**src/nand_host_pkg.sv**
```systemverilog
// Constants, commands and carrier types for the NAND bus host controller
package nand_host_pkg;

  localparam int CLK_PERIOD_NS = 10;
  localparam int TMR_W = 20;

  // Device busy limits (longest times, rounded down)
  localparam int ARRAY_TO_BUFFER_TIME_US = 25;
  localparam int ARRAY_TO_BUFFER_CYC = ARRAY_TO_BUFFER_TIME_US * 1000 / CLK_PERIOD_NS;
  localparam int PAGE_PROGRAM_TIME_US = 700;
  localparam int PAGE_PROGRAM_CYC = PAGE_PROGRAM_TIME_US * 1000 / CLK_PERIOD_NS;
  localparam int PAGE_PROGRAM_TIME_SCRAMBLED_US = 740;
  localparam int PAGE_PROGRAM_SCRAMBLED_CYC =
    PAGE_PROGRAM_TIME_SCRAMBLED_US * 1000 / CLK_PERIOD_NS;
  localparam int CACHE_PROGRAM_BUSY_US = 700;
  localparam int CACHE_PROGRAM_BUSY_CYC = CACHE_PROGRAM_BUSY_US * 1000 / CLK_PERIOD_NS;
  localparam int CACHE_PROGRAM_BUSY_SCRAMBLED_US = 740;
  localparam int CACHE_PROGRAM_BUSY_SCRAMBLED_CYC =
    CACHE_PROGRAM_BUSY_SCRAMBLED_US * 1000 / CLK_PERIOD_NS;
  localparam int CACHE_READ_BUSY_US = 25;
  localparam int CACHE_READ_BUSY_CYC = CACHE_READ_BUSY_US * 1000 / CLK_PERIOD_NS;
  localparam int DUAL_PLANE_BUSY_US = 1;
  localparam int DUAL_PLANE_BUSY_CYC = DUAL_PLANE_BUSY_US * 1000 / CLK_PERIOD_NS;
  localparam int FEATURE_ACCESS_BUSY_US = 1;
  localparam int FEATURE_ACCESS_BUSY_CYC = FEATURE_ACCESS_BUSY_US * 1000 / CLK_PERIOD_NS;
  localparam int BLOCK_ERASE_TIME_MS = 6;
  localparam int BLOCK_ERASE_CYC = BLOCK_ERASE_TIME_MS * 1000000 / CLK_PERIOD_NS;
  localparam int DUAL_ERASE_TIME_MS = 7;
  localparam int DUAL_ERASE_CYC = DUAL_ERASE_TIME_MS * 1000000 / CLK_PERIOD_NS;
  localparam int RESET_TIME_US = 500;
  localparam int RESET_CYC = RESET_TIME_US * 1000 / CLK_PERIOD_NS;
  localparam int POWERDOWN_ENTRY_TIME_US = 1;
  localparam int POWERDOWN_ENTRY_CYC = POWERDOWN_ENTRY_TIME_US * 1000 / CLK_PERIOD_NS;

  // Host waits (least times, rounded up)
  localparam int POWERDOWN_EXIT_TIME_US = 35;
  localparam int POWERDOWN_EXIT_CYC =
    (POWERDOWN_EXIT_TIME_US * 1000 + CLK_PERIOD_NS - 1) / CLK_PERIOD_NS;
  localparam int POWERDOWN_WAKE_PULSE_NS = 20;
  localparam int POWERDOWN_WAKE_CYC =
    (POWERDOWN_WAKE_PULSE_NS + CLK_PERIOD_NS - 1) / CLK_PERIOD_NS;
  localparam int WP_TO_WE_NS = 100;
  localparam int WP_TO_WE_CYC = (WP_TO_WE_NS + CLK_PERIOD_NS - 1) / CLK_PERIOD_NS;
  localparam int ADDR_TO_DATA_NS = 70;
  localparam int ADDR_TO_DATA_CYC = (ADDR_TO_DATA_NS + CLK_PERIOD_NS - 1) / CLK_PERIOD_NS;
  localparam int WE_TO_RE_NS = 80;
  localparam int WE_TO_RE_CYC = (WE_TO_RE_NS + CLK_PERIOD_NS - 1) / CLK_PERIOD_NS;
  localparam int READY_TO_RE_NS = 20;
  localparam int READY_TO_RE_CYC = (READY_TO_RE_NS + CLK_PERIOD_NS - 1) / CLK_PERIOD_NS;
  localparam int WE_TO_BUSY_NS = 100;
  localparam int WE_TO_BUSY_CYC = (WE_TO_BUSY_NS + CLK_PERIOD_NS - 1) / CLK_PERIOD_NS;

  // Strobe shapes in clock cycles
  localparam int WR_LOW_CYC = 2;
  localparam int WR_TOTAL_CYC = 4;
  localparam int RD_LOW_CYC = 3;
  localparam int RD_TOTAL_CYC = 5;

  localparam int PARTIAL_PROGRAM_LIMIT = 4;
  localparam int PARTIAL_PROGRAM_LIMIT_SCRAMBLED = 1;

  // Command bytes
  localparam logic [7:0] CMD_READ_SETUP = 8'h00;
  localparam logic [7:0] CMD_READ_CONFIRM = 8'h30;
  localparam logic [7:0] CMD_CACHE_READ_SEQ = 8'h31;
  localparam logic [7:0] CMD_CACHE_READ_END = 8'h3f;
  localparam logic [7:0] CMD_PROGRAM_SETUP = 8'h80;
  localparam logic [7:0] CMD_PROGRAM_CONFIRM = 8'h10;
  localparam logic [7:0] CMD_CACHE_PROGRAM = 8'h15;
  localparam logic [7:0] CMD_ERASE_SETUP = 8'h60;
  localparam logic [7:0] CMD_ERASE_CONFIRM = 8'hd0;
  localparam logic [7:0] CMD_PLANE_NEXT = 8'hd1;
  localparam logic [7:0] CMD_SET_FEATURE = 8'hef;
  localparam logic [7:0] CMD_GET_FEATURE = 8'hee;
  localparam logic [7:0] CMD_STATUS = 8'h70;
  localparam logic [7:0] CMD_RESET = 8'hff;
  localparam logic [7:0] CMD_POWERDOWN = 8'hb9;

  typedef enum logic [3:0] {
    OP_READ, OP_CACHE_READ_SEQ, OP_CACHE_READ_END, OP_PROGRAM, OP_CACHE_PROGRAM,
    OP_ERASE, OP_ERASE_DUAL, OP_SET_FEATURE, OP_GET_FEATURE, OP_STATUS, OP_RESET,
    OP_POWERDOWN, OP_WAKE
  } op_t;

  typedef enum logic [1:0] {DIR_NONE, DIR_IN, DIR_OUT} dir_t;

  typedef struct packed {
    op_t op;
    logic scrambled;
    logic [39:0] addr;
    logic [23:0] addr2;
    logic [12:0] len;
  } req_t;

  typedef struct packed {
    logic done;
    logic timeout;
    logic refused;
  } resp_t;

  typedef struct packed {
    logic ce_n;
    logic cle;
    logic ale;
    logic we_n;
    logic read_strobe_n;
    logic wp_n;
    logic [7:0] io;
    logic io_oe;
  } pins_t;

  typedef struct packed {
    logic [7:0] cmd1;
    logic [7:0] cmd2;
    logic has_cmd2;
    logic has_addr;
    logic [2:0] first_addr;
    logic [2:0] last_addr;
    dir_t dir;
    logic busy;
    logic write_op;
    logic [TMR_W-1:0] limit;
  } op_info_t;

endpackage

```
**src/fifo_buf.sv**
```systemverilog
// Write-data FIFO with valid/ready on both sides
`timescale 1ns/10ps
module fifo_buf #(
  parameter int WIDTH = 8,
  parameter int DEPTH = 16
)(
  input wire logic core_clk_i,
  input wire logic rst_n_i,
  input wire logic in_valid_i,
  input wire logic [WIDTH-1:0] in_data_i,
  output logic in_ready_o,
  output logic out_valid_o,
  output logic [WIDTH-1:0] out_data_o,
  input wire logic out_ready_i
);
  localparam int AW = $clog2(DEPTH);

  logic [WIDTH-1:0] mem [DEPTH];
  logic [AW:0] wptr_r;
  logic [AW:0] rptr_r;
  logic [AW:0] wptr_nxt;
  logic [AW:0] rptr_nxt;
  logic ready_nxt;
  logic push;
  logic pop;

  assign out_valid_o = (wptr_r != rptr_r);
  assign out_data_o = mem[rptr_r[AW-1:0]];
  assign push = in_valid_i && in_ready_o;
  assign pop = out_valid_o && out_ready_i;

  always_comb begin
    wptr_nxt = wptr_r + (AW+1)'(push);
    rptr_nxt = rptr_r + (AW+1)'(pop);
    ready_nxt = ((wptr_nxt - rptr_nxt) != (AW+1)'(DEPTH));
  end

  always_ff @(posedge core_clk_i or negedge rst_n_i) begin
    if (!rst_n_i) begin
      wptr_r <= '0;
      rptr_r <= '0;
      in_ready_o <= 1'b0;
    end else begin
      wptr_r <= wptr_nxt;
      rptr_r <= rptr_nxt;
      in_ready_o <= ready_nxt;
    end
  end

  always_ff @(posedge core_clk_i) begin
    if (push) begin
      mem[wptr_r[AW-1:0]] <= in_data_i;
    end
  end
endmodule

```
**src/nand_host_ctrl.sv**
```systemverilog
// Host controller driving an asynchronous NAND flash bus
// Functional notes
// - Command byte: chip select low, read strobe high, CLE high, ALE low; WP high on writes.
// - Address byte: chip select low, read strobe high, CLE low, ALE high; WP high on writes.
// - Both latches low: write strobe moves input data, read strobe returns output data.
// - A page takes at most 4 partial programs between erases; only the last programmed page is counted, and any erase clears the count.
// - With randomizer on, a covered page area is programmed once between erases; checked only against the last programmed page.
// - Wake: wait 1 us after entry, pulse chip select 20 ns, ready within 35 us.
`timescale 1ns/10ps
module nand_host_ctrl import nand_host_pkg::*; #(
  parameter int PROG_CYC = PAGE_PROGRAM_CYC,
  parameter int PROG_SCR_CYC = PAGE_PROGRAM_SCRAMBLED_CYC,
  parameter int CACHE_PROG_CYC = CACHE_PROGRAM_BUSY_CYC,
  parameter int CACHE_PROG_SCR_CYC = CACHE_PROGRAM_BUSY_SCRAMBLED_CYC,
  parameter int ERASE_CYC = BLOCK_ERASE_CYC,
  parameter int ERASE_DUAL_CYC = DUAL_ERASE_CYC,
  parameter int RST_CYC = RESET_CYC,
  parameter int FIFO_DEPTH = 16
)(
  input wire logic core_clk_i,
  input wire logic rst_n_i,
  input wire logic req_valid_i,
  input wire req_t req_i,
  output logic req_ready_o,
  input wire logic wr_valid_i,
  input wire logic [7:0] wr_data_i,
  output logic wr_ready_o,
  input wire logic abort_i,
  output resp_t resp_o,
  output logic [7:0] rd_data_o,
  output logic rd_valid_o,
  output pins_t pins_o,
  input wire logic [7:0] io_i,
  input wire logic rb_n_i
);
  typedef enum logic [3:0] {
    S_IDLE, S_WP, S_CMD1, S_ADDR, S_ADL, S_DIN, S_CMD2, S_WB, S_BUSY, S_RR, S_WHR,
    S_DOUT, S_WAKE, S_HOLD, S_DONE
  } state_t;

  logic rst_q1_r;
  logic rst_n_sync;
  logic rb_ready;
  logic fifo_valid;
  logic [7:0] fifo_data;
  logic fifo_pop;

  state_t state_r;
  state_t state_nxt;
  state_t post_state;
  logic [2:0] ph_r;
  logic [2:0] ph_nxt;
  logic [TMR_W-1:0] tmr_r;
  logic [TMR_W-1:0] tmr_nxt;
  logic [12:0] cnt_r;
  logic [12:0] cnt_nxt;
  logic [2:0] abyte_r;
  logic [2:0] abyte_nxt;
  logic [39:0] addr_r;
  logic [39:0] addr_nxt;
  req_t cur_r;
  req_t cur_nxt;
  op_info_t info_r;
  op_info_t info_nxt;
  logic second_r;
  logic second_nxt;
  logic to_r;
  logic to_nxt;
  pins_t pins_nxt;
  resp_t resp_nxt;
  logic [7:0] rd_data_nxt;
  logic rd_valid_nxt;
  logic ready_nxt;
  logic [23:0] npp_row_r;
  logic [23:0] npp_row_nxt;
  logic [2:0] npp_cnt_r;
  logic [2:0] npp_cnt_nxt;
  logic wr_strobe_end;
  logic is_prog;
  logic [2:0] npp_limit;

  // Reset release through two flip-flops
  always_ff @(posedge core_clk_i or negedge rst_n_i) begin
    if (!rst_n_i) begin
      rst_q1_r <= 1'b0;
      rst_n_sync <= 1'b0;
    end else begin
      rst_q1_r <= 1'b1;
      rst_n_sync <= rst_q1_r;
    end
  end

  sync3 #(.RST_VAL(1'b1)) u_rb_sync (
    .core_clk_i(core_clk_i),
    .rst_n_i(rst_n_sync),
    .in_i(rb_n_i),
    .out_o(rb_ready)
  );

  fifo_buf #(.WIDTH(8), .DEPTH(FIFO_DEPTH)) u_wr_fifo (
    .core_clk_i(core_clk_i),
    .rst_n_i(rst_n_sync),
    .in_valid_i(wr_valid_i),
    .in_data_i(wr_data_i),
    .in_ready_o(wr_ready_o),
    .out_valid_o(fifo_valid),
    .out_data_o(fifo_data),
    .out_ready_i(fifo_pop)
  );

  // Per-operation sequence and busy limit
  function automatic op_info_t op_decode(input op_t op, input logic scr);
    op_info_t d;
    d = '0;
    case (op)
      OP_READ: begin
        d = '{CMD_READ_SETUP, CMD_READ_CONFIRM, 1'b1, 1'b1, 3'd0, 3'd4, DIR_OUT, 1'b1, 1'b0,
          TMR_W'(ARRAY_TO_BUFFER_CYC)};
      end
      OP_CACHE_READ_SEQ: begin
        d = '{CMD_CACHE_READ_SEQ, 8'h00, 1'b0, 1'b0, 3'd0, 3'd0, DIR_OUT, 1'b1, 1'b0,
          TMR_W'(CACHE_READ_BUSY_CYC)};
      end
      OP_CACHE_READ_END: begin
        d = '{CMD_CACHE_READ_END, 8'h00, 1'b0, 1'b0, 3'd0, 3'd0, DIR_OUT, 1'b1, 1'b0,
          TMR_W'(CACHE_READ_BUSY_CYC)};
      end
      OP_PROGRAM: begin
        d = '{CMD_PROGRAM_SETUP, CMD_PROGRAM_CONFIRM, 1'b1, 1'b1, 3'd0, 3'd4, DIR_IN, 1'b1,
          1'b1, scr ? TMR_W'(PROG_SCR_CYC) : TMR_W'(PROG_CYC)};
      end
      OP_CACHE_PROGRAM: begin
        d = '{CMD_PROGRAM_SETUP, CMD_CACHE_PROGRAM, 1'b1, 1'b1, 3'd0, 3'd4, DIR_IN, 1'b1,
          1'b1, scr ? TMR_W'(CACHE_PROG_SCR_CYC) : TMR_W'(CACHE_PROG_CYC)};
      end
      OP_ERASE: begin
        d = '{CMD_ERASE_SETUP, CMD_ERASE_CONFIRM, 1'b1, 1'b1, 3'd2, 3'd4, DIR_NONE, 1'b1,
          1'b1, TMR_W'(ERASE_CYC)};
      end
      OP_ERASE_DUAL: begin
        d = '{CMD_ERASE_SETUP, CMD_PLANE_NEXT, 1'b1, 1'b1, 3'd2, 3'd4, DIR_NONE, 1'b1,
          1'b1, TMR_W'(DUAL_PLANE_BUSY_CYC)};
      end
      OP_SET_FEATURE: begin
        d = '{CMD_SET_FEATURE, 8'h00, 1'b0, 1'b1, 3'd0, 3'd0, DIR_IN, 1'b1, 1'b0,
          TMR_W'(FEATURE_ACCESS_BUSY_CYC)};
      end
      OP_GET_FEATURE: begin
        d = '{CMD_GET_FEATURE, 8'h00, 1'b0, 1'b1, 3'd0, 3'd0, DIR_OUT, 1'b1, 1'b0,
          TMR_W'(FEATURE_ACCESS_BUSY_CYC)};
      end
      OP_STATUS: begin
        d = '{CMD_STATUS, 8'h00, 1'b0, 1'b0, 3'd0, 3'd0, DIR_OUT, 1'b0, 1'b0, '0};
      end
      OP_RESET: begin
        d = '{CMD_RESET, 8'h00, 1'b0, 1'b0, 3'd0, 3'd0, DIR_NONE, 1'b1, 1'b0,
          TMR_W'(RST_CYC)};
      end
      OP_POWERDOWN: begin
        d = '{CMD_POWERDOWN, 8'h00, 1'b0, 1'b0, 3'd0, 3'd0, DIR_NONE, 1'b0, 1'b0,
          TMR_W'(POWERDOWN_ENTRY_CYC)};
      end
      OP_WAKE: begin
        d = '{8'h00, 8'h00, 1'b0, 1'b0, 3'd0, 3'd0, DIR_NONE, 1'b0, 1'b0,
          TMR_W'(POWERDOWN_EXIT_CYC)};
      end
      default: begin
        d = '0;
      end
    endcase
    return d;
  endfunction

  assign wr_strobe_end = (ph_r == 3'(WR_TOTAL_CYC - 1));
  assign is_prog = (req_i.op == OP_PROGRAM) || (req_i.op == OP_CACHE_PROGRAM);
  assign npp_limit = req_i.scrambled ? 3'(PARTIAL_PROGRAM_LIMIT_SCRAMBLED) :
    3'(PARTIAL_PROGRAM_LIMIT);

  always_comb begin
    if (info_r.busy) begin
      post_state = S_WB;
    end else if (cur_r.op == OP_POWERDOWN) begin
      post_state = S_HOLD;
    end else if (info_r.dir == DIR_OUT) begin
      post_state = S_WHR;
    end else begin
      post_state = S_DONE;
    end
  end

  always_comb begin
    state_nxt = state_r;
    ph_nxt = ph_r;
    tmr_nxt = tmr_r;
    cnt_nxt = cnt_r;
    abyte_nxt = abyte_r;
    addr_nxt = addr_r;
    cur_nxt = cur_r;
    info_nxt = info_r;
    second_nxt = second_r;
    to_nxt = to_r;
    pins_nxt = pins_o;
    pins_nxt.cle = 1'b0;
    pins_nxt.ale = 1'b0;
    pins_nxt.we_n = 1'b1;
    pins_nxt.read_strobe_n = 1'b1;
    pins_nxt.io_oe = 1'b0;
    resp_nxt = '0;
    rd_data_nxt = rd_data_o;
    rd_valid_nxt = 1'b0;
    ready_nxt = 1'b0;
    npp_row_nxt = npp_row_r;
    npp_cnt_nxt = npp_cnt_r;
    fifo_pop = 1'b0;
    case (state_r)
      S_IDLE: begin
        pins_nxt.ce_n = 1'b1;
        pins_nxt.wp_n = 1'b0;
        ready_nxt = rb_ready;
        if (req_valid_i && req_ready_o) begin
          ready_nxt = 1'b0;
          cur_nxt = req_i;
          info_nxt = op_decode(req_i.op, req_i.scrambled);
          addr_nxt = req_i.addr;
          second_nxt = 1'b0;
          to_nxt = 1'b0;
          tmr_nxt = '0;
          cnt_nxt = '0;
          ph_nxt = '0;
          if (is_prog && npp_row_r == req_i.addr[39:16] && npp_cnt_r >= npp_limit) begin
            resp_nxt.done = 1'b1;
            resp_nxt.refused = 1'b1;
          end else begin
            if (is_prog) begin
              npp_row_nxt = req_i.addr[39:16];
              npp_cnt_nxt = (npp_row_r == req_i.addr[39:16]) ? npp_cnt_r + 3'd1 : 3'd1;
            end else if (req_i.op == OP_ERASE || req_i.op == OP_ERASE_DUAL) begin
              npp_cnt_nxt = '0;
            end
            if (info_nxt.write_op) begin
              pins_nxt.wp_n = 1'b1;
              state_nxt = S_WP;
            end else if (req_i.op == OP_WAKE) begin
              state_nxt = S_WAKE;
            end else begin
              state_nxt = S_CMD1;
            end
          end
        end
      end
      S_WP: begin
        tmr_nxt = tmr_r + 1'b1;
        if (tmr_r == TMR_W'(WP_TO_WE_CYC - 1)) begin
          tmr_nxt = '0;
          state_nxt = S_CMD1;
        end
      end
      S_CMD1, S_CMD2, S_ADDR: begin
        pins_nxt.ce_n = 1'b0;
        pins_nxt.io_oe = 1'b1;
        pins_nxt.we_n = (ph_r >= 3'(WR_LOW_CYC));
        pins_nxt.cle = (state_r != S_ADDR);
        pins_nxt.ale = (state_r == S_ADDR);
        if (state_r == S_CMD1) begin
          pins_nxt.io = info_r.cmd1;
        end else if (state_r == S_CMD2) begin
          pins_nxt.io = second_r ? CMD_ERASE_CONFIRM : info_r.cmd2;
        end else begin
          pins_nxt.io = addr_r[{abyte_r, 3'b000} +: 8];
        end
        ph_nxt = ph_r + 3'd1;
        if (wr_strobe_end) begin
          ph_nxt = '0;
          tmr_nxt = '0;
          if (state_r == S_CMD1 && info_r.has_addr) begin
            abyte_nxt = info_r.first_addr;
            state_nxt = S_ADDR;
          end else if (state_r == S_ADDR && abyte_r != info_r.last_addr) begin
            abyte_nxt = abyte_r + 3'd1;
          end else if (state_r != S_CMD2 && info_r.dir == DIR_IN) begin
            state_nxt = S_ADL;
          end else if (state_r != S_CMD2 && info_r.has_cmd2) begin
            state_nxt = S_CMD2;
          end else begin
            state_nxt = post_state;
          end
        end
      end
      S_ADL: begin
        tmr_nxt = tmr_r + 1'b1;
        if (tmr_r == TMR_W'(ADDR_TO_DATA_CYC - 1)) begin
          state_nxt = S_DIN;
        end
      end
      S_DIN: begin
        pins_nxt.ce_n = 1'b0;
        pins_nxt.io_oe = 1'b1;
        pins_nxt.io = fifo_data;
        if (ph_r != 3'd0 || fifo_valid) begin
          pins_nxt.we_n = (ph_r >= 3'(WR_LOW_CYC));
          ph_nxt = ph_r + 3'd1;
          if (wr_strobe_end) begin
            ph_nxt = '0;
            fifo_pop = 1'b1;
            cnt_nxt = cnt_r + 13'd1;
            if (cnt_r == cur_r.len - 13'd1) begin
              state_nxt = info_r.has_cmd2 ? S_CMD2 : post_state;
            end
          end
        end
      end
      S_WB: begin
        pins_nxt.ce_n = 1'b1;
        tmr_nxt = tmr_r + 1'b1;
        if (tmr_r == TMR_W'(WE_TO_BUSY_CYC - 1)) begin
          tmr_nxt = '0;
          state_nxt = S_BUSY;
        end
      end
      S_BUSY: begin
        tmr_nxt = tmr_r + 1'b1;
        if (abort_i && info_r.write_op) begin
          pins_nxt.wp_n = 1'b0;
        end
        if (rb_ready || tmr_r == info_r.limit) begin
          to_nxt = to_r | !rb_ready;
          tmr_nxt = '0;
          if (cur_r.op == OP_ERASE_DUAL && !second_r) begin
            second_nxt = 1'b1;
            addr_nxt[39:16] = cur_r.addr2;
            info_nxt.limit = TMR_W'(ERASE_DUAL_CYC);
            state_nxt = S_CMD1;
          end else if (info_r.dir == DIR_OUT) begin
            state_nxt = S_RR;
          end else begin
            state_nxt = S_DONE;
          end
        end
      end
      S_RR, S_WHR: begin
        pins_nxt.ce_n = 1'b0;
        tmr_nxt = tmr_r + 1'b1;
        if ((state_r == S_RR && tmr_r == TMR_W'(READY_TO_RE_CYC - 1)) ||
            (state_r == S_WHR && tmr_r == TMR_W'(WE_TO_RE_CYC - 1))) begin
          ph_nxt = '0;
          state_nxt = S_DOUT;
        end
      end
      S_DOUT: begin
        pins_nxt.ce_n = 1'b0;
        pins_nxt.read_strobe_n = (ph_r >= 3'(RD_LOW_CYC));
        ph_nxt = ph_r + 3'd1;
        if (ph_r == 3'(RD_LOW_CYC)) begin
          rd_data_nxt = io_i;
          rd_valid_nxt = 1'b1;
        end
        if (ph_r == 3'(RD_TOTAL_CYC - 1)) begin
          ph_nxt = '0;
          cnt_nxt = cnt_r + 13'd1;
          if (cnt_r == cur_r.len - 13'd1) begin
            state_nxt = S_DONE;
          end
        end
      end
      S_WAKE: begin
        pins_nxt.ce_n = 1'b0;
        tmr_nxt = tmr_r + 1'b1;
        if (tmr_r == TMR_W'(POWERDOWN_WAKE_CYC - 1)) begin
          tmr_nxt = '0;
          state_nxt = S_HOLD;
        end
      end
      S_HOLD: begin
        pins_nxt.ce_n = 1'b1;
        tmr_nxt = tmr_r + 1'b1;
        if (tmr_r == info_r.limit) begin
          state_nxt = S_DONE;
        end
      end
      S_DONE: begin
        pins_nxt.ce_n = 1'b1;
        pins_nxt.wp_n = 1'b0;
        resp_nxt.done = 1'b1;
        resp_nxt.timeout = to_r;
        state_nxt = S_IDLE;
      end
      default: begin
        state_nxt = S_IDLE;
      end
    endcase
  end

  always_ff @(posedge core_clk_i or negedge rst_n_sync) begin
    if (!rst_n_sync) begin
      state_r <= S_IDLE;
      ph_r <= '0;
      tmr_r <= '0;
      cnt_r <= '0;
      abyte_r <= '0;
      addr_r <= '0;
      cur_r <= '0;
      info_r <= '0;
      second_r <= 1'b0;
      to_r <= 1'b0;
      pins_o <= '{1'b1, 1'b0, 1'b0, 1'b1, 1'b1, 1'b0, 8'h00, 1'b0};
      resp_o <= '0;
      rd_data_o <= '0;
      rd_valid_o <= 1'b0;
      req_ready_o <= 1'b0;
      npp_row_r <= '0;
      npp_cnt_r <= '0;
    end else begin
      state_r <= state_nxt;
      ph_r <= ph_nxt;
      tmr_r <= tmr_nxt;
      cnt_r <= cnt_nxt;
      abyte_r <= abyte_nxt;
      addr_r <= addr_nxt;
      cur_r <= cur_nxt;
      info_r <= info_nxt;
      second_r <= second_nxt;
      to_r <= to_nxt;
      pins_o <= pins_nxt;
      resp_o <= resp_nxt;
      rd_data_o <= rd_data_nxt;
      rd_valid_o <= rd_valid_nxt;
      req_ready_o <= ready_nxt;
      npp_row_r <= npp_row_nxt;
      npp_cnt_r <= npp_cnt_nxt;
    end
  end
endmodule

```
**src/sync3.sv**
```systemverilog
// Three-stage pin synchroniser that accepts a change once stages two and three agree
`timescale 1ns/10ps
module sync3 #(
  parameter logic RST_VAL = 1'b1
)(
  input wire logic core_clk_i,
  input wire logic rst_n_i,
  input wire logic in_i,
  output logic out_o
);
  logic s1_r;
  logic s2_r;
  logic s3_r;
  logic out_nxt;

  always_comb begin
    out_nxt = out_o;
    if (s2_r == s3_r) begin
      out_nxt = s3_r;
    end
  end

  always_ff @(posedge core_clk_i or negedge rst_n_i) begin
    if (!rst_n_i) begin
      s1_r <= RST_VAL;
      s2_r <= RST_VAL;
      s3_r <= RST_VAL;
      out_o <= RST_VAL;
    end else begin
      s1_r <= in_i;
      s2_r <= s1_r;
      s3_r <= s2_r;
      out_o <= out_nxt;
    end
  end
endmodule

```
**config.mk**
```make
export PLATFORM = sky130hd
export DESIGN_NAME = nand_host_ctrl
export DESIGN_NICKNAME = d
export VERILOG_FILES = /design/src/nand_host_pkg.sv /design/src/fifo_buf.sv /design/src/nand_host_ctrl.sv /design/src/sync3.sv
export SDC_FILE = /design/constraint.sdc
export NUM_CORES = 1
export LEC_CHECK = 0
export ABC_AREA = 1
export ABC_CLOCK_PERIOD_IN_PS = 10800
export BUFFER_PORTS_ARGS = -buffer_cell sky130_fd_sc_hd__buf_2
export CORE_UTILIZATION = 55
export DETAILED_ROUTE_END_ITERATION = 16
export MAX_ROUTING_LAYER = met4
export PLACE_DENSITY = 0.73
export SYNTH_ARGS = -nofsm -noshare
export SYNTH_HDL_FRONTEND = slang
export SYNTH_SLANG_ARGS = --single-unit
```
**constraint.sdc**
```tcl
create_clock -name core_clk_i -period 10.8 [get_ports core_clk_i]
set_clock_uncertainty 0.2 [all_clocks]
set_input_delay 2.16 -clock core_clk_i [delete_from_list [all_inputs] [get_ports core_clk_i]]
set_output_delay 2.16 -clock core_clk_i [all_outputs]
set_load 0.01 [all_outputs]
```
==> impl_metrics.sql, run 1 <==
INSERT INTO impl_metrics (metric_group, metric, value, unit) VALUES
('outcome', 'run_status', 'complete, no violations', ''),
('final_layout', 'layout.cell_area.non_filler', '0.02003', 'sq mm'),
('drt', 'dr_total_vias', '14300', ''),
('drt', 'post_dr_wirelength_cell', '17.38', 'um'),
('pwr', 'p_per_area', '255.5', 'mW/mm^2'),
('floorplanning', 'die_y', '181.1', 'um'),
('timing', 'rsz_0062_raised_after_global_routing', 'no', ''),
('timing', 'max_slew.worst_pin.slew', '1.131', 'ns'),
('drt', 'postRouteWirelength', '43980', 'um'),
('synthesis', 'syn_area_per_cell', '8.862', 'sq um'),
('final_layout', 'instances_no_fill', '2530', ''),
('place', 'place_ws', '5.242', 'ns'),
('place', 'post_dp_cell_area', '0.01854', 'sq mm'),
('global_routing', 'grt_max_degree', '169', ''),
('worst_setup_path', 'highest_delay_cell_along_the_critical_path', 'nand3_2', ''),
('timing', 'slew_violations', '0', ''),
('clock_tree', 'cts_repair_resize_count', '0', ''),
('min_path', 'worstHoldPathType', 'flip-flop to flip-flop', ''),
('worst_setup_path', 'timing.setup.critical_path_class', 'primary input to flip-flop', ''),
('final_layout', 'proportion_of_layout_cells_with_a_drive_suffix_above_1', '0.1297', ''),
('synthesis', 'yosys.area.top_type', 'dfrtp_1', ''),
('min_path', 'hold-path-endpoint', 'rst_n_sync', ''),
('worst_setup_path', 'r2r.worst_path.cells', '16', ''),
('clock_tree', 'tritoncts.num_buffers', '40', ''),
('timing', 'worst_slack', '5.762', 'ns'),
('floorplanning', 'io_pins', '133', ''),
('global_routing', 'grt_use_met3', '0.03850', ''),
('synthesis', 'yosys_warnings', '0', ''),
('timing', 'period_needed', '5.038', 'ns'),
('synthesis', 'mappedNetlistArea', '0.01764', 'sq mm'),
('worst_setup_path', 'worst_path_max_stage_delay', '0.87', 'ns'),
('drt', 'total_drc_errors_in_the_routed_layout', '0', ''),
('floorplanning', 'initial_utilization', '0.5589', ''),
('min_path', 'hold-path-cell-count', '0', ''),
('pwr', 'design_power_total', '5.117', 'mW'),
('synthesis', 'ys.flop_type', 'dfrtp_1', ''),
('worst_setup_path', 'worst_setup_path_end_kind', 'flip-flop', ''),
('synthesis', 'ys_async_sr_fraction', '0.6435', ''),
('timing', 'setup_total_negative_slack', '0', 'ns'),
('global_routing', 'grt_pass1_wl', '70970', 'um'),
('synthesis', 'post_synthesis_sequential_area_ratio', '0.5462', ''),
('place', 'routabilityCongestion', '0.9628', ''),
('final_layout', 'leading_cell_type_in_the_layout_fill_and_taps_excluded', 'nand2_1', ''),
('floorplanning', 'dieArea', '0.03278', 'sq mm'),
('clock_tree', 'clock_tree.htree_level_count', '2', ''),
('place', 'placed_cells', '2457', ''),
('global_routing', 'grt_overflow_total', '0', ''),
('global_routing', 'grt_pass1_vias', '13602', ''),
('timing', 'post-route-period-util', '0.4664', ''),
('synthesis', 'synth_fp_nets', '2117', ''),
('timing', 'timing.final.hold_violations', '0', ''),
('final_layout', 'n_fill_cell', '2631', ''),
('worst_setup_path', 'timing.critical_path.fanout_max', '100', ''),
('final_layout', 'diodes', '0', ''),
('clock_tree', 'ctsLongestPathBuffers', '3', ''),
('worst_setup_path', 'critical_path_at', '5.27', 'ns'),
('global_routing', 'met2_usage', '0.4198', ''),
('clock_tree', 'clk_transition_reported_paths', '0.06', 'ns'),
('drt', 'post_drt_via_cell_ratio', '5.652', ''),
('clock_tree', 'buffers_inserted_during_post_cts_setup_optimization', '0', ''),
('synthesis', 'synth_edf_count', '128', ''),
('global_routing', 'grt-busiest-layer', 'met2', ''),
('place', 'buffer_ports.inserted', '132', ''),
('floorplanning', 'rows', '65', ''),
('synthesis', 'netlist.area_leader.share', '0.3178', ''),
('worst_setup_path', 'r2r_setup_slack', '7.04', 'ns'),
('final_layout', 'nNetsFinal', '2224', ''),
('worst_setup_path', 'crit_chain', 'buf_2 > nand2_1 > nor2_8 > buf_4 > nand3_2 > o21ai_0', ''),
('timing', 'max_slew_margin', '0.2440', ''),
('final_layout', 'finalCoreUtilization', '0.6346', ''),
('floorplanning', 'horizontal_die_dimension', '181.1', 'um');
Yosys cell counts (9+ instances only):
cell / n
nand3_1: 96
edfxtp_1: 128
xnor2_1: 23
inv_2: 15
nand2_1: 446
nor3_1: 33
inv_1: 186
nand4_1: 24
xor2_1: 39
ha_1: 23
o211ai_1: 20
nor2_2: 9
o21ai_1: 12
nor2_1: 221
buf_2: 18
clkbuf_1: 46
a21oi_1: 39
dfrtp_1: 224
o221ai_1: 25
o21ai_0: 253
where the power goes:
group,internal [mW],switching (mW)
Clock,0.937,0.583
Combinational,0.509,1.06
Sequential,1.77,0.257
critical path: cells and delay by family:
kind	cells	cell delay, ns
AO/OA/AOI/OAI	1	0.46
buffers and inverters	2	0.82
AND/OR/NAND/NOR	3	1.78
how the worst max path moves through the flow:
stage	startpoint	endpoint	slack (ns)	cells past startpoint
2_1_floorplan	rst_n_sync	abyte_r[0]	3.70	0
3_3_place_gp	req_valid_i	npp_row_r[5]	5.36	6
3_5_place_dp	req_valid_i	npp_row_r[18]	5.24	6
4_1_cts	req_valid_i	npp_row_r[9]	5.80	6
5_1_grt	req_valid_i	npp_row_r[6]	5.41	6
6_report	req_valid_i	npp_row_r[8]	5.76	6
logic make-up after synthesis:
| logic type | count (synthesis) | synth area share |
|---|---|---|
| DFF | 359 | 0.5462 |
| muxes | 8 | 0.005108 |
| other | 1 | 0.0002126 |
| and+or+nand+nor | 869 | 0.2128 |
| xor gates and xnor gates | 62 | 0.03079 |
| buffers and inverters | 275 | 0.06151 |
| AOI/OAI and AO/OA | 392 | 0.1264 |
| adders and majority gates | 24 | 0.01689 |
state kept, by name, summed over array words and instances, names as in the netlist, 4 cells and up:
register / cells
cur_r: 41
addr_r: 40
state_r: 4
rd_data_o: 8
u_wr_fifo.mem: 128
npp_row_r: 24
cnt_r: 13
tmr_r: 20
info_r: 34
u_wr_fifo.wptr_r: 5
u_wr_fifo.rptr_r: 5
pins_o: 15
metal layers:
layer | vias to the layer above | wire length (um) | part of all wire
met5 | - | 0 | 0
met4 | 0 | 1235 | 0.028
met3 | 77 | 3057 | 0.070
met2 | 522 | 20010 | 0.45
met1 | 6825 | 19680 | 0.45
li1 | 6876 | - | -
final cells by class:
class / instances / area [sq um] / area share
Clock buffer: 44 / 1026 / 0.05123
Clock inverter: 29 / 461.7 / 0.02306
Inverter: 201 / 754.5 / 0.03768
Multi-Input combinational cell: 1356 / 6918 / 0.3455
Sequential cell: 359 / 9637 / 0.4812
Tap cell: 402 / 503.0 / 0.02512
Timing Repair Buffer: 139 / 725.7 / 0.03624
No activity file was read; power rests on OpenSTA's default activity.
==> run 2, diff against run 1 <==
--- a/config.mk
+++ b/config.mk
@@ -6,7 +6,7 @@
 export NUM_CORES = 1
 export LEC_CHECK = 0
 export ABC_AREA = 1
-export ABC_CLOCK_PERIOD_IN_PS = 10800
+export ABC_CLOCK_PERIOD_IN_PS = 5000
 export BUFFER_PORTS_ARGS = -buffer_cell sky130_fd_sc_hd__buf_2
 export CORE_UTILIZATION = 55
 export DETAILED_ROUTE_END_ITERATION = 16
==> constraint.sdc (replaced) <==
create_clock -name core_clk_i -period 5 [get_ports core_clk_i]
set_clock_uncertainty 0.2 [all_clocks]
set_input_delay 1 -clock core_clk_i [delete_from_list [all_inputs] [get_ports core_clk_i]]
set_output_delay 1 -clock core_clk_i [all_outputs]
set_load 0.01 [all_outputs]
==> impl_metrics.sql, run 2 (synthesized netlist as in run 1, its figures left out) <==
INSERT INTO impl_metrics (metric_group, metric, value, unit) VALUES
('outcome', 'run_status', 'complete, no violations', ''),
('clock_tree', 'ctsLongestPathBuffers', '3', ''),
('final_layout', 'proportion_of_layout_cells_with_a_drive_suffix_above_1', '0.1302', ''),
('pwr', 'p_per_area', '536.8', 'mW/mm^2'),
('timing', 'setup_total_negative_slack', '0', 'ns'),
('clock_tree', 'tritoncts', 'built', ''),
('floorplanning', 'placeableCoreArea', '0.03156', 'sq mm'),
('drt', 'postRouteWirelength', '44110', 'um'),
('global_routing', 'grt_usage', '0.2794', ''),
('global_routing', 'grt_antenna_before_repair', '1', ''),
('worst_setup_path', 'cp.required', '5.21', 'ns'),
('place', 'buffer_ports.inserted', '132', ''),
('global_routing', 'grt_max_degree', '133', ''),
('pwr', 'vdd_ir_drop_max', '288.3', 'uV'),
('timing', 'setup_viol', '0', ''),
('drt', 'drt_iter0_drc', '1380', ''),
('drt', 'dr_total_vias', '14299', ''),
('worst_setup_path', 'worst_setup_start_kind', 'flip-flop', ''),
('pwr', 'static_leak', '8.895', 'nW'),
('timing', 'timing.final.hold_violations', '0', ''),
('worst_setup_path', 'timing.setup.critical_path_class', 'flip-flop to flip-flop', ''),
('worst_setup_path', 'worst_path_max_stage_delay', '0.68', 'ns'),
('drt', 'antenna_violating_nets_post_route', '0', ''),
('timing', 'period_needed', '3.611', 'ns'),
('worst_setup_path', 'highest_delay_cell_along_the_critical_path', 'dfrtp_1', ''),
('final_layout', 'largest_reg_flops', '128', ''),
('final_layout', 'areaGrowthSynthToFinish', '12.54', '%'),
('worst_setup_path', 'timing.critical_path.fanout_max', '14', ''),
('final_layout', 'nNetsFinal', '2226', ''),
('clock_tree', 'ctsHoldBuffers', '0', ''),
('place', 'routabilityCongestion', '0.9017', ''),
('timing', 'timing.fmax', '276.9', 'MHz'),
('timing', 'final.hold.worst_slack', '0.03682', 'ns'),
('final_layout', 'instances_no_fill', '2529', ''),
('clock_tree', 'buffers_inserted_during_post_cts_setup_optimization', '0', ''),
('flow_run', 'max-cap-violations', '0', ''),
('worst_setup_path', 'worst_setup_path_end_kind', 'flip-flop', ''),
('floorplanning', 'dieArea', '0.03278', 'sq mm'),
('clock_tree', 'clk_transition_reported_paths', '0.06', 'ns'),
('global_routing', 'grt_pass1_wl', '70760', 'um'),
('floorplanning', 'io_pins', '133', ''),
('final_layout', 'layout.cell_area.non_filler', '0.01985', 'sq mm'),
('global_routing', 'grt_pass1_vias', '13795', ''),
('floorplanning', 'die_y', '181.1', 'um'),
('clock_tree', 'clock_tree.htree_level_count', '2', ''),
('worst_setup_path', 'critical_path_at', '3.82', 'ns'),
('worst_setup_path', 'critPathTopFamily', 'simple AND/OR/NAND/NOR gates', ''),
('timing', 'rsz_0062_raised_after_global_routing', 'no', ''),
('min_path', 'worstHoldPathType', 'primary input to async pin', ''),
('clock_tree', 'cts_repair_resize_count', '0', ''),
('worst_setup_path', 'critical_path.n_buffers_inverters', '2', ''),
('final_layout', 'diodes', '0', ''),
('place', 'place_ws', '0.9908', 'ns'),
('timing', 'post-route-period-util', '0.7222', ''),
('final_layout', 'n_fill_cell', '2650', ''),
('place', 'post-dp-hpwl', '30170', 'um'),
('drt', 'post_dr_wirelength_cell', '17.44', 'um'),
('floorplanning', 'initial_utilization', '0.5589', ''),
('floorplanning', 'horizontal_die_dimension', '181.1', 'um'),
('final_layout', 'leading_cell_type_in_the_layout_fill_and_taps_excluded', 'nand2_1', ''),
('floorplanning', 'rows', '65', ''),
('clock_tree', 'clock-root-buffer', 'clkbuf_16', ''),
('place', 'post_dp_cell_area', '0.01856', 'sq mm'),
('clock_tree', 'cts.sinks', '359', ''),
('timing', 'max_slew.worst_pin.slew', '1.054', 'ns'),
('timing', 'max_slew_margin', '0.2962', ''),
('clock_tree', 'clk_latency', '0.54', 'ns'),
('worst_setup_path', 'crit_chain', 'inv_1 > nand2_1 > nand2_1 > nand3_1 > nor2_1 > nor3_1 > ha_1 > ha_1 > inv_1 > ha_1 > a21oi_1 > o21ai_0 > nand3_1 > nand2_1 > a21oi_1 > o211ai_1', ''),
('final_layout', 'mostFrequentLayoutCells', '446 x nand2_1, 253 x o21ai_0, 223 x dfrtp_1', ''),
('drt', 'drtPass1Iterations', '5', ''),
('clock_tree', 'tritoncts.num_buffers', '39', ''),
('global_routing', 'grt_overflow_total', '0', ''),
('timing', 'slew_violations', '0', ''),
('place', 'placed_cells', '2460', ''),
('drt', 'post_drt_via_cell_ratio', '5.654', ''),
('drt', 'total_drc_errors_in_the_routed_layout', '0', ''),
('timing', 'worst_slack', '1.389', 'ns');
-- run 2: cell count changes in the layout (fill, tap and decap cells not counted), moves of 2 or more --
cell,before,now
bufinv_16,10,3
clkinv_2,5,9
buf_4,6,9
clkbuf_8,1,4
clkinv_8,0,2
-- run 2: cell type report --
type / instances / area (sq um) / area share
flip-flops and latches: 359 / 9637 / 0.4855
multi-input cells: 1356 / 6918 / 0.3485
clock buffers: 45 / 1039 / 0.05232
inverters: 201 / 754.5 / 0.03801
repair buffers: 142 / 748.2 / 0.03770
well taps: 402 / 503.0 / 0.02534
clock inverters: 24 / 249.0 / 0.01254
-- run 2: final timing paths --
kind,startpoint,end,slack (ns),cells after the start
max in group asynchronous,rst_n_sync,cnt_r[2],3.12,1
min,rst_n_i,rst_n_sync,0.04,1
max reg2reg,u_wr_fifo.rptr_r[3],u_wr_fifo.in_ready_o,1.39,16
min reg2reg,u_rb_sync.s1_r,u_rb_sync.s2_r,0.16,0
min in group core_clk_i,u_rb_sync.s1_r,u_rb_sync.s2_r,0.16,0
max,u_wr_fifo.rptr_r[3],u_wr_fifo.in_ready_o,1.39,16
-- run 2: power breakdown --
part           internal, mW  switching [mW]
sequential             3.82           0.554
combinational          1.10            2.32
clock                  1.66            1.20
-- run 2: stage by stage --
| step | utilization | power (mW) |
|---|---|---|
| 2_1_floorplan | - | 6.824 |
| 3_3_place_gp | 0.5882 | 7.668 |
| 3_5_place_dp | 0.5882 | 7.783 |
| 4_1_cts | 0.6290 | 10.66 |
| 5_1_grt | 0.6290 | 11.33 |
| 6_report | 0.6290 | 10.66 |
-- run 2: routing by layer --
layer / up-vias / GRT usage / part of all wire
li1: 6867 / - / -
met1: 6822 / 0.3870 / 0.45
met2: 528 / 0.4242 / 0.45
met3: 82 / 0.04676 / 0.072
met4: 0 / 0.08441 / 0.025
met5: - / - / 0
